$ cat config.mk
export PLATFORM = sky130hd
export DESIGN_NAME = port_alt_function_select
export DESIGN_NICKNAME = d
export VERILOG_FILES = /design/src/hdl/port_pin_cell.v /design/src/hdl/port_alt_function_select.v
export VERILOG_INCLUDE_DIRS = /design/src /design/src/hdl
export SDC_FILE = /design/constraint.sdc
export NUM_CORES = 1
export LEC_CHECK = 0
export BUFFER_PORTS_ARGS = -buffer_cell sky130_fd_sc_hd__buf_2
export CELL_PAD_IN_SITES_DETAIL_PLACEMENT = 1
export CELL_PAD_IN_SITES_GLOBAL_PLACEMENT = 1
export CORE_ASPECT_RATIO = 1.5
export CORE_MARGIN = 2
export CORE_UTILIZATION = 38
export CTS_CLUSTER_SIZE = 10
export DETAILED_ROUTE_END_ITERATION = 7
export PLACE_DENSITY = 0.9
export SYNTH_ARGS = -nofsm -noshare
export SYNTH_HDL_FRONTEND = slang
export SYNTH_SLANG_ARGS = --single-unit
export TNS_END_PERCENT = 10
$ cat constraint.sdc
create_clock -name hclk -period 3.9 [get_ports hclk]
set_clock_uncertainty 0.2 [all_clocks]
set_input_delay 0.39 -clock hclk [delete_from_list [all_inputs] [get_ports hclk]]
set_output_delay 0.39 -clock hclk [all_outputs]
set_load 0.005 [all_outputs]
$ cat src/hdl/port_alt_defines.vh
// Purpose: constants for the port 0 function-select block
// Assumes: AHB-Lite byte addresses, one register per aligned word
// Notes:   Printed offsets 18/20/28 are multiples of four, used as is
`ifndef PORT_ALT_DEFINES_VH
`define PORT_ALT_DEFINES_VH
`define PORT_WIDTH          8
`define OFS_OUTPUT_LATCH    12'h018
`define OFS_DIRECTION       12'h020
`define OFS_ALT_SELECT      12'h028
`define OFS_BUS_CONFIG      12'h030
`define RST_LATCH           8'h00
`define RST_CFG_STRAP_HIGH  8'h00
`define RST_CFG_STRAP_LOW   8'hFF
`define ALT_PRESENT         8'hFF
`define HTRANS_NONSEQ_BIT   1
`endif

$ cat src/hdl/port_pin_cell.v
// Purpose: one pin's pad control and read-back mux
// Assumes: inputs synchronous to hclk, pad resolves pull-up externally
// Notes:   purely combinational
`timescale 1ns/1ps
module port_pin_cell (
	// Configuration
	input  wire dir,
	input  wire alt_sel,
	input  wire latch,
	// Alternate peripheral
	input  wire has_alt,
	input  wire alt_out,
	input  wire alt_oe,
	// Pad
	input  wire pin_in,
	output wire pad_out,
	output wire pad_oe,
	output wire pad_pullup,
	// Read-back
	output wire read_bit
);
	wire alt_value;

	assign alt_value  = has_alt ? alt_out : 1'b0;
	assign pad_pullup = ~dir & alt_sel;
	// Alt mode lets the bus unit turn the data line around for reads
	assign pad_oe     = dir & (~alt_sel | ~has_alt | alt_oe);
	assign pad_out    = (dir & alt_sel) ? alt_value : latch;
	assign read_bit   = ~dir ? pin_in
	                  : (alt_sel ? alt_value : latch);
endmodule

$ cat src/hdl/port_alt_function_select.v
// Purpose: port 0 direction, latch and alternate-function selection
// Assumes: single AHB-Lite master, word transfers, zero wait states
// Notes:   reset covers every system reset source via hresetn
// Notes:   a read directly behind a write sees the new settings
// Notes:   pins without an alternate function are masked in the header
`timescale 1ns/1ps
`include "port_alt_defines.vh"
module port_alt_function_select (
	// Clock and reset
	input  wire        hclk,
	input  wire        hresetn,
	// AHB-Lite slave
	input  wire        hsel,
	input  wire [11:0] haddr,
	input  wire [1:0]  htrans,
	input  wire        hwrite,
	input  wire [2:0]  hsize,
	input  wire [31:0] hwdata,
	input  wire        hready,
	output wire [31:0] hrdata,
	output wire        hreadyout,
	output wire        hresp,
	// Strap
	input  wire        external_access_strap,
	// External memory bus unit
	input  wire [7:0]  bus_data_out,
	input  wire [7:0]  bus_addr_out,
	input  wire        bus_addr_phase,
	input  wire        bus_data_oe,
	output wire [7:0]  bus_data_in,
	// Pads
	input  wire [7:0]  pin_in,
	output wire [7:0]  pad_out,
	output wire [7:0]  pad_oe,
	output wire [7:0]  pad_pullup
);
	// Register state
	reg  [7:0]  port0_output_latch;
	reg  [7:0]  port0_direction;
	reg  [7:0]  port0_alt_select;
	reg         multiplexed_bus;
	reg         strap_pending;
	reg         wr_pending;
	reg  [11:0] wr_addr;
	reg  [31:0] rdata;
	reg  [31:0] next_rdata;

	// Bus decode
	wire        access;
	wire        access_read;
	wire        access_write;
	wire        wr_enable;
	reg         wr_latch;
	reg         wr_dir;
	reg         wr_alt;
	reg         wr_cfg;

	// Settings as a read in this cycle sees them
	reg  [7:0]  eff_latch;
	reg  [7:0]  eff_dir;
	reg  [7:0]  eff_alt;
	reg         eff_mux;
	reg  [7:0]  eff_alt_out;

	// Pin side
	wire [7:0]  alt_present;
	wire [7:0]  read_bits;
	reg  [7:0]  alt_out;
	wire [7:0]  alt_oe;
	wire        addr_drive;
	wire        eff_addr_drive;

	// Zero wait states: every transfer completes in its first data phase
	assign access       = hsel & hready & htrans[`HTRANS_NONSEQ_BIT];
	assign access_read  = access & ~hwrite;
	assign access_write = access & hwrite;
	assign hreadyout    = 1'b1;
	assign hresp        = 1'b0;
	assign hrdata       = rdata;

	// Pins lacking an alternate function show 0 in alternate output
	assign alt_present = `ALT_PRESENT;

	// The strap capture edge owns the configuration registers, so a
	// write landing there is dropped rather than racing the strap
	assign wr_enable = wr_pending & ~strap_pending;
	always @* begin
		wr_latch = 1'b0;
		wr_dir   = 1'b0;
		wr_alt   = 1'b0;
		wr_cfg   = 1'b0;
		if (wr_enable) begin
			case (wr_addr)
				`OFS_OUTPUT_LATCH: begin
					wr_latch = 1'b1;
				end
				`OFS_DIRECTION: begin
					wr_dir = 1'b1;
				end
				`OFS_ALT_SELECT: begin
					wr_alt = 1'b1;
				end
				`OFS_BUS_CONFIG: begin
					wr_cfg = 1'b1;
				end
				default: begin
					wr_latch = 1'b0;
				end
			endcase
		end
	end

	// A read right behind a write sees the value being written, so
	// back-to-back software sequences never read stale settings
	always @* begin
		eff_latch = port0_output_latch;
		eff_dir   = port0_direction;
		eff_alt   = port0_alt_select;
		eff_mux   = multiplexed_bus;
		if (wr_latch) begin
			eff_latch = hwdata[7:0];
		end
		if (wr_dir) begin
			eff_dir = hwdata[7:0];
		end
		if (wr_alt) begin
			eff_alt = hwdata[7:0];
		end
		if (wr_cfg) begin
			eff_mux = hwdata[0];
		end
	end

	// Address phase drives bus_addr_out in multiplexed mode
	assign addr_drive     = multiplexed_bus & bus_addr_phase;
	assign eff_addr_drive = eff_mux & bus_addr_phase;
	assign alt_oe         = {8{addr_drive | bus_data_oe}};
	assign bus_data_in    = pin_in;

	always @* begin
		if (addr_drive) begin
			alt_out = bus_addr_out;
		end else begin
			alt_out = bus_data_out;
		end
		if (eff_addr_drive) begin
			eff_alt_out = bus_addr_out;
		end else begin
			eff_alt_out = bus_data_out;
		end
	end

	// Pad side: one cell per pin from the stored settings
	genvar i;
	generate
		for (i = 0; i < `PORT_WIDTH; i = i + 1) begin : g_pin
			port_pin_cell u_cell (
				.dir        (port0_direction[i]),
				.alt_sel    (port0_alt_select[i]),
				.latch      (port0_output_latch[i]),
				.has_alt    (alt_present[i]),
				.alt_out    (alt_out[i]),
				.alt_oe     (alt_oe[i]),
				.pin_in     (pin_in[i]),
				.pad_out    (pad_out[i]),
				.pad_oe     (pad_oe[i]),
				.pad_pullup (pad_pullup[i]),
				.read_bit   ()
			);
		end
	endgenerate

	// Read side: the same cell fed with the forwarded settings
	generate
		for (i = 0; i < `PORT_WIDTH; i = i + 1) begin : g_read
			port_pin_cell u_read (
				.dir        (eff_dir[i]),
				.alt_sel    (eff_alt[i]),
				.latch      (eff_latch[i]),
				.has_alt    (alt_present[i]),
				.alt_out    (eff_alt_out[i]),
				.alt_oe     (alt_oe[i]),
				.pin_in     (pin_in[i]),
				.pad_out    (),
				.pad_oe     (),
				.pad_pullup (),
				.read_bit   (read_bits[i])
			);
		end
	endgenerate

	// Read data for the address taken this cycle; upper bits read 0
	always @* begin
		next_rdata = 32'h00000000;
		case (haddr)
			`OFS_OUTPUT_LATCH: begin
				next_rdata[7:0] = read_bits;
			end
			`OFS_DIRECTION: begin
				next_rdata[7:0] = eff_dir;
			end
			`OFS_ALT_SELECT: begin
				next_rdata[7:0] = eff_alt;
			end
			`OFS_BUS_CONFIG: begin
				next_rdata[0] = eff_mux;
			end
			default: begin
				next_rdata = 32'h00000000;
			end
		endcase
	end

	// The strap is sampled at the first edge after reset is released;
	// software must not start a transfer before the second edge
	always @(posedge hclk or negedge hresetn) begin
		if (!hresetn) begin
			strap_pending <= 1'b1;
		end else begin
			strap_pending <= 1'b0;
		end
	end

	// Address phase capture; the write lands in the data phase.
	// hsize is ignored: each register holds at most bits 7:0 of its own word
	always @(posedge hclk or negedge hresetn) begin
		if (!hresetn) begin
			wr_pending <= 1'b0;
			wr_addr    <= 12'h000;
		end else begin
			wr_pending <= access_write;
			if (access) begin
				wr_addr <= haddr;
			end
		end
	end

	// hrdata stands from the read's address edge until the next read
	always @(posedge hclk or negedge hresetn) begin
		if (!hresetn) begin
			rdata <= 32'h00000000;
		end else if (access_read) begin
			rdata <= next_rdata;
		end
	end

	// The latch takes writes whatever the pin direction
	always @(posedge hclk or negedge hresetn) begin
		if (!hresetn) begin
			port0_output_latch <= `RST_LATCH;
		end else if (wr_latch) begin
			port0_output_latch <= hwdata[7:0];
		end
	end

	// A low strap hands the pins to the external bus unit
	always @(posedge hclk or negedge hresetn) begin
		if (!hresetn) begin
			port0_direction <= `RST_CFG_STRAP_HIGH;
		end else if (strap_pending & ~external_access_strap) begin
			port0_direction <= `RST_CFG_STRAP_LOW;
		end else if (wr_dir) begin
			port0_direction <= hwdata[7:0];
		end
	end

	// Every reset returns the pins to their primary function first
	always @(posedge hclk or negedge hresetn) begin
		if (!hresetn) begin
			port0_alt_select <= `RST_CFG_STRAP_HIGH;
		end else if (strap_pending & ~external_access_strap) begin
			port0_alt_select <= `RST_CFG_STRAP_LOW;
		end else if (wr_alt) begin
			port0_alt_select <= hwdata[7:0];
		end
	end

	// Bus type select; separate data and address buses after reset
	always @(posedge hclk or negedge hresetn) begin
		if (!hresetn) begin
			multiplexed_bus <= 1'b0;
		end else if (wr_cfg) begin
			multiplexed_bus <= hwdata[0];
		end
	end
endmodule

======== Word level (Yosys, flattened, before mapping) ========
Cells that the tools add are included.
cells by class
  equality and inequality tests ........... 8
  multiplexer cells ....................... 42
  bitwise logic cells ..................... 60
operator list
  operator                                        count
  == test 12 x 6 -> 1 bit, second input constant  6
  two-way mux 8 bit                               7
  two-way mux 1 bit                               33
  AND 1 bit                                       32
  == test 12 x 5 -> 1 bit, second input constant  2
  one-hot mux 7 bit (3 select lines)              1
  inverter 1 bit                                  19
  OR 1 bit                                        9
  one-hot mux 1 bit (4 select lines)              1
word-level totals
  register bits after elaboration ......... 47
  input bits .............................. 81
  output and inout port bits .............. 66
  logic and storage cells ................. 118

======== Longest topological paths before layout ========
  word-level depth ........................ 9
  depth in mapped cells ................... 7
  gate-level depth less buffers ........... 6

======== Modules after synthesis ========
A second synthesis with hierarchy kept.
unflattened totals
  cells, all modules ...................... 384
  area, all modules ....................... 3604.7 sq um
modules (own cells, without submodules)
  module                    times used  cells each  area each (sq um)  sequential area each (sq um)
  port_alt_function_select  1           240         2663.8             1177.4
  port_pin_cell             16          9           58.8               0.0

======== Worst setup path before layout ========
No wires, ideal clock.
  kind .................................... reg-to-reg
  start point ............................. register wr_addr[9]
  end point ............................... register rdata[0], in the netlist hrdata[0]
  library setup time ...................... 133 ps
  arrival time ............................ 1893 ps
  data required time ...................... 3567 ps
  slack ................................... 1674 ps
  stages on the path, launching flop included .. 7
  path buffers ............................ 0
  clock period less this slack ............ 2226 ps
  cells stage by stage .................... dfrtp_1 > nor4_4 > nand4_4 > mux2i_4 > mux2_2 > o2111ai_1 > a31oi_1
between the ends
  longest elaborated chain between the ends .. 9
  elaborated cells between the ends (all ways) .. 21
  classes of those cells .................. eq/ne (4); mux (16); bitwise (1)
ends and longest elaborated chain
  what                                    RTL line                        RTL
  from (decl)                             port_alt_function_select.v:44   reg [11:0] wr_addr;
  from (signal assigned)                  port_alt_function_select.v:233  wr_addr <= haddr;
  == test 12 x 6 -> 1 bit                 port_alt_function_select.v:93   case (wr_addr)
  two-way mux 1 bit                       port_alt_function_select.v:93
  two-way mux 1 bit                       port_alt_function_select.v:92   if (wr_enable) begin
  two-way mux 1 bit                       port_alt_function_select.v:129  if (wr_cfg) begin
  AND 1 bit                               port_alt_function_select.v:136  assign eff_addr_drive = eff_mux & bus_addr_phase;
  two-way mux 8 bit                       port_alt_function_select.v:146  if (eff_addr_drive) begin
  two-way mux 1 bit                       port_pin_cell.v:30              : (alt_sel ? alt_value : latch);
  two-way mux 1 bit                       port_pin_cell.v:29              assign read_bit = ~dir ? pin_in
  one-hot mux 1 bit (4 select lines) (*)  port_alt_function_select.v:195  case (haddr)
  to (signal assigned)                    port_alt_function_select.v:243  rdata <= next_rdata;
  to (decl)                               port_alt_function_select.v:45   reg [31:0] rdata;
Every way passes the cells marked *; elsewhere a longest branch is shown, timed or not.
A chain may end at the register's enable or synchronous reset.

======== Worst setup path after layout ========
  start point ............................. register wr_addr[1]
  end point ............................... register rdata[0], in the netlist hrdata[0]
Same word-level chain as after synthesis.

==> impl_metrics.ini <==
[status]
outcome = finished, final reports clean

[timing]
hold_viol_final = 0
tns_ns = 0
slew_viol_final = 0
finalWorstPathRequiredPeriod_ns = 2.85
final.period_utilization_pct = 73.1
report.final.setup_viol = 0
grt_setup_unrepaired = no
setup_ws_ns = 1.05
timing_worst_slew_pin_value_ns = 1.06
fmaxAchievable_ghz = 0.351
timing.max_slew.rel_slack_pct = 29.0
holdWs_ns = 0.0852

[synth]
postSynthRegisterBits = 47
seq_total_area_yosys_pct = 36.0
synthesis.area_um2 = 3270
synth_flop_cell = sky130_fd_sc_hd__dfrtp_1
synthesis.area_per_instance_um2 = 10.1
async_flop_share_pct = 100
yosys.area.top_type_share_pct = 35.2
synth.largest_area_cell = sky130_fd_sc_hd__dfrtp_1
synthCells = 323
synth_cell_type_count = 45
synth-edff-count = 0
yosys_warnings = 0
post_synth_main_area_contributors = sky130_fd_sc_hd__dfrtp_1 (35%), sky130_fd_sc_hd__buf_4 (13%), sky130_fd_sc_hd__mux2i_1 (12%)
netlist_top_cells_count = sky130_fd_sc_hd__buf_4 (58), sky130_fd_sc_hd__dfrtp_1 (46), sky130_fd_sc_hd__mux2i_1 (38)
synth_most_common_cell = sky130_fd_sc_hd__buf_4

[placed_design]
detailed_place.area_um2 = 3490
numPlacedInstances = 484
dpl.hpwl_um = 6720
dp_slack_ns = 1.09
gp_routability_congestion = 0.817
io_buf_count = 92

[clock_tree]
postCtsResizedCells = 0
cts_buffers = 5
cts.hold.buffers_added = 0
cts_root_buf = sky130_fd_sc_hd__clkbuf_16
clockBufferDepth = 2
insertion_delay_ns = 0.29
post-cts-setup-buffer-count = 0
clock_tree_from_tritoncts = done
cts.clk_slew.worst_paths_ns = 0.07
cts_htree_levels = 2
tritoncts_num_sinks = 47

[setup_path]
r2r-end = hrdata[0]
critical_path_peak_fanout = 8
worst_setup_path_end_kind = flop
r2r_setup_slack_ns = 1.05
cp_data_arrival_time_ns = 2.79
criticalPathCategory = reg -> reg
setup.worst_path.start_class = flop
rr_startpoint = wr_addr[1]
critPathRequiredTime_ns = 3.84
reg2reg_depth = 6

[power_and_ir_drop]
power_per_cell_area_nw_per_um2 = 343
ir_drop_v = 0.000243
power.static_leakage_nw = 1.72

[floorplan]
core-area_um2 = 8360
die_span_x_um = 79.7
die_height_um = 118
starting_density_of_the_core_pct = 39.1
io_pins = 147
dieArea_um2 = 9370
placementRows = 41

[grt]
globalRouteTotalUtil_pct = 19.2
antenna_violations_before_repair = 0
grt.overflow.total = 0
first_global_vias = 2787
grt_pass1_wl_um = 14100
largest_net_degree_at_the_start_of_global_routing = 48

[final_layout]
syn_to_final_growth_pct = 12.8
final_std_cell_area_no_fill_um2 = 3690
post_route_cells_drive_above_1_share_pct = 35.6
fin_nets = 465
instances_no_fill = 492
num_antenna_cells = 0

[routing]
met3_wirelength_um = 498
detail_route.wl_per_cell_um = 18.0
drtIter0Drc = 76
met1Wirelength_um = 3320
totalWireLength_um = 8840
vias_per_cell = 5.22
post-route-drc-count = 0
drt-pass1-iter-count = 4
detailroute.via_count = 2567
top_signal_layer_used = met4
met2WireLength_um = 4800
antenna_left = 0

[flow_run]
timing.max_cap.violations = 0

[hold_path]
min_path_type = in -> async
-- kinds of logic (layout without fill, tap and decap cells) --
kind of cell,count (synthesis),in the layout,synth area share (%)
compound gates,53,53,10.3
mux,67,67,22.1
xor+xnor,1,1,0.268
buf+inv,64,101,14.2
other cells,2,27,0.230
flops,47,47,36.0
simple gates,89,89,16.9
-- worst max path at each step --
stage	from	to	slack [ns]	depth (start not counted)
finish	wr_addr[1]	hrdata[0]	1.05	6
global route	wr_addr[1]	hrdata[0]	0.89	6
CTS	wr_addr[1]	hrdata[0]	1.05	6
detailed placement	haddr[10]	hrdata[4]	1.09	7
global placement	wr_addr[1]	hrdata[6]	1.19	6
floorplan	wr_addr[9]	hrdata[0]	1.67	6
-- cell usage in the layout, fill, tap and decap left out, drive strengths merged --
master	netlist	layout
buf	60	92
dfrtp	46	46
mux2i	39	39
nand2	36	36
mux2	28	28
conb	2	27
a21oi	17	17
nor2b	15	15
nor2	9	9
a31oi	9	9
a21boi	8	8
o21ai	7	7
nand2b	6	6
o31ai	6	6
clkbuf	3	5
and3b	4	4
nand4	4	4
a211oi	3	3
nor4	2	2
nor3	2	2
nor3b	2	2
nand3	2	2
bufinv	0	2
nor4b	1	1
and4	1	1
inv	1	1
or2	1	1
or4	1	1
or3	1	1
a311o	1	1
nand3b	1	1
and3	1	1
o211ai	1	1
o2111ai	1	1
xor2	1	1
clkinvlp	0	1
dfstp	1	1
-- layout make-up --
| type | count | area, µm² |
|---|---|---|
| clock buffers | 5 | 125 |
| clock inverters | 3 | 67.6 |
| fillers | 975 | 4680 |
| inverters | 1 | 3.75 |
| multi-input cells | 237 | 1720 |
| flip-flops and latches | 47 | 1180 |
| well taps | 107 | 134 |
| repair buffers | 92 | 460 |
-- per-layer routing --
metal | track usage [%] | vias up
met5 | 0 | -
li1 | - | 1190
met4 | 7.11 | 0
met2 | 35.4 | 104
met1 | 21.7 | 1253
met3 | 2.99 | 20
-- critical path, cell delays in order (launching register included) --
cell,delay (ns)
sky130_fd_sc_hd__dfrtp_1,0.41
sky130_fd_sc_hd__nor4b_4,0.47
sky130_fd_sc_hd__and4_1,0.69
sky130_fd_sc_hd__mux2i_1,0.49
sky130_fd_sc_hd__nor3b_1,0.10
sky130_fd_sc_hd__o211ai_1,0.20
sky130_fd_sc_hd__a31oi_1,0.15
-- power breakdown --
| group | internal (mW) | switching [mW] |
|---|---|---|
| Combinational | 0.0820 | 0.0891 |
| Sequential | 0.517 | 0.0271 |
| Clock | 0.367 | 0.183 |
| Total | 0.966 | 0.299 |
-- flip-flops by register name, indices dropped and copies added, names as in the netlist --
signal / flops
port0_alt_select: 8
port0_direction: 8
wr_addr: 12
wr_pending: 1
multiplexed_bus: 1
port0_output_latch: 8
hrdata: 8
strap_pending: 1
-- stage by stage --
stage | power (mW) | utilization, %
4_1_cts | 1.28 | 44.1
6_report | 1.27 | 44.1
5_1_grt | 1.32 | 44.1
3_5_place_dp | 0.725 | 41.8
2_1_floorplan | 0.680 | -
3_3_place_gp | 0.714 | 41.8
(Power assumes the default switching activity.)
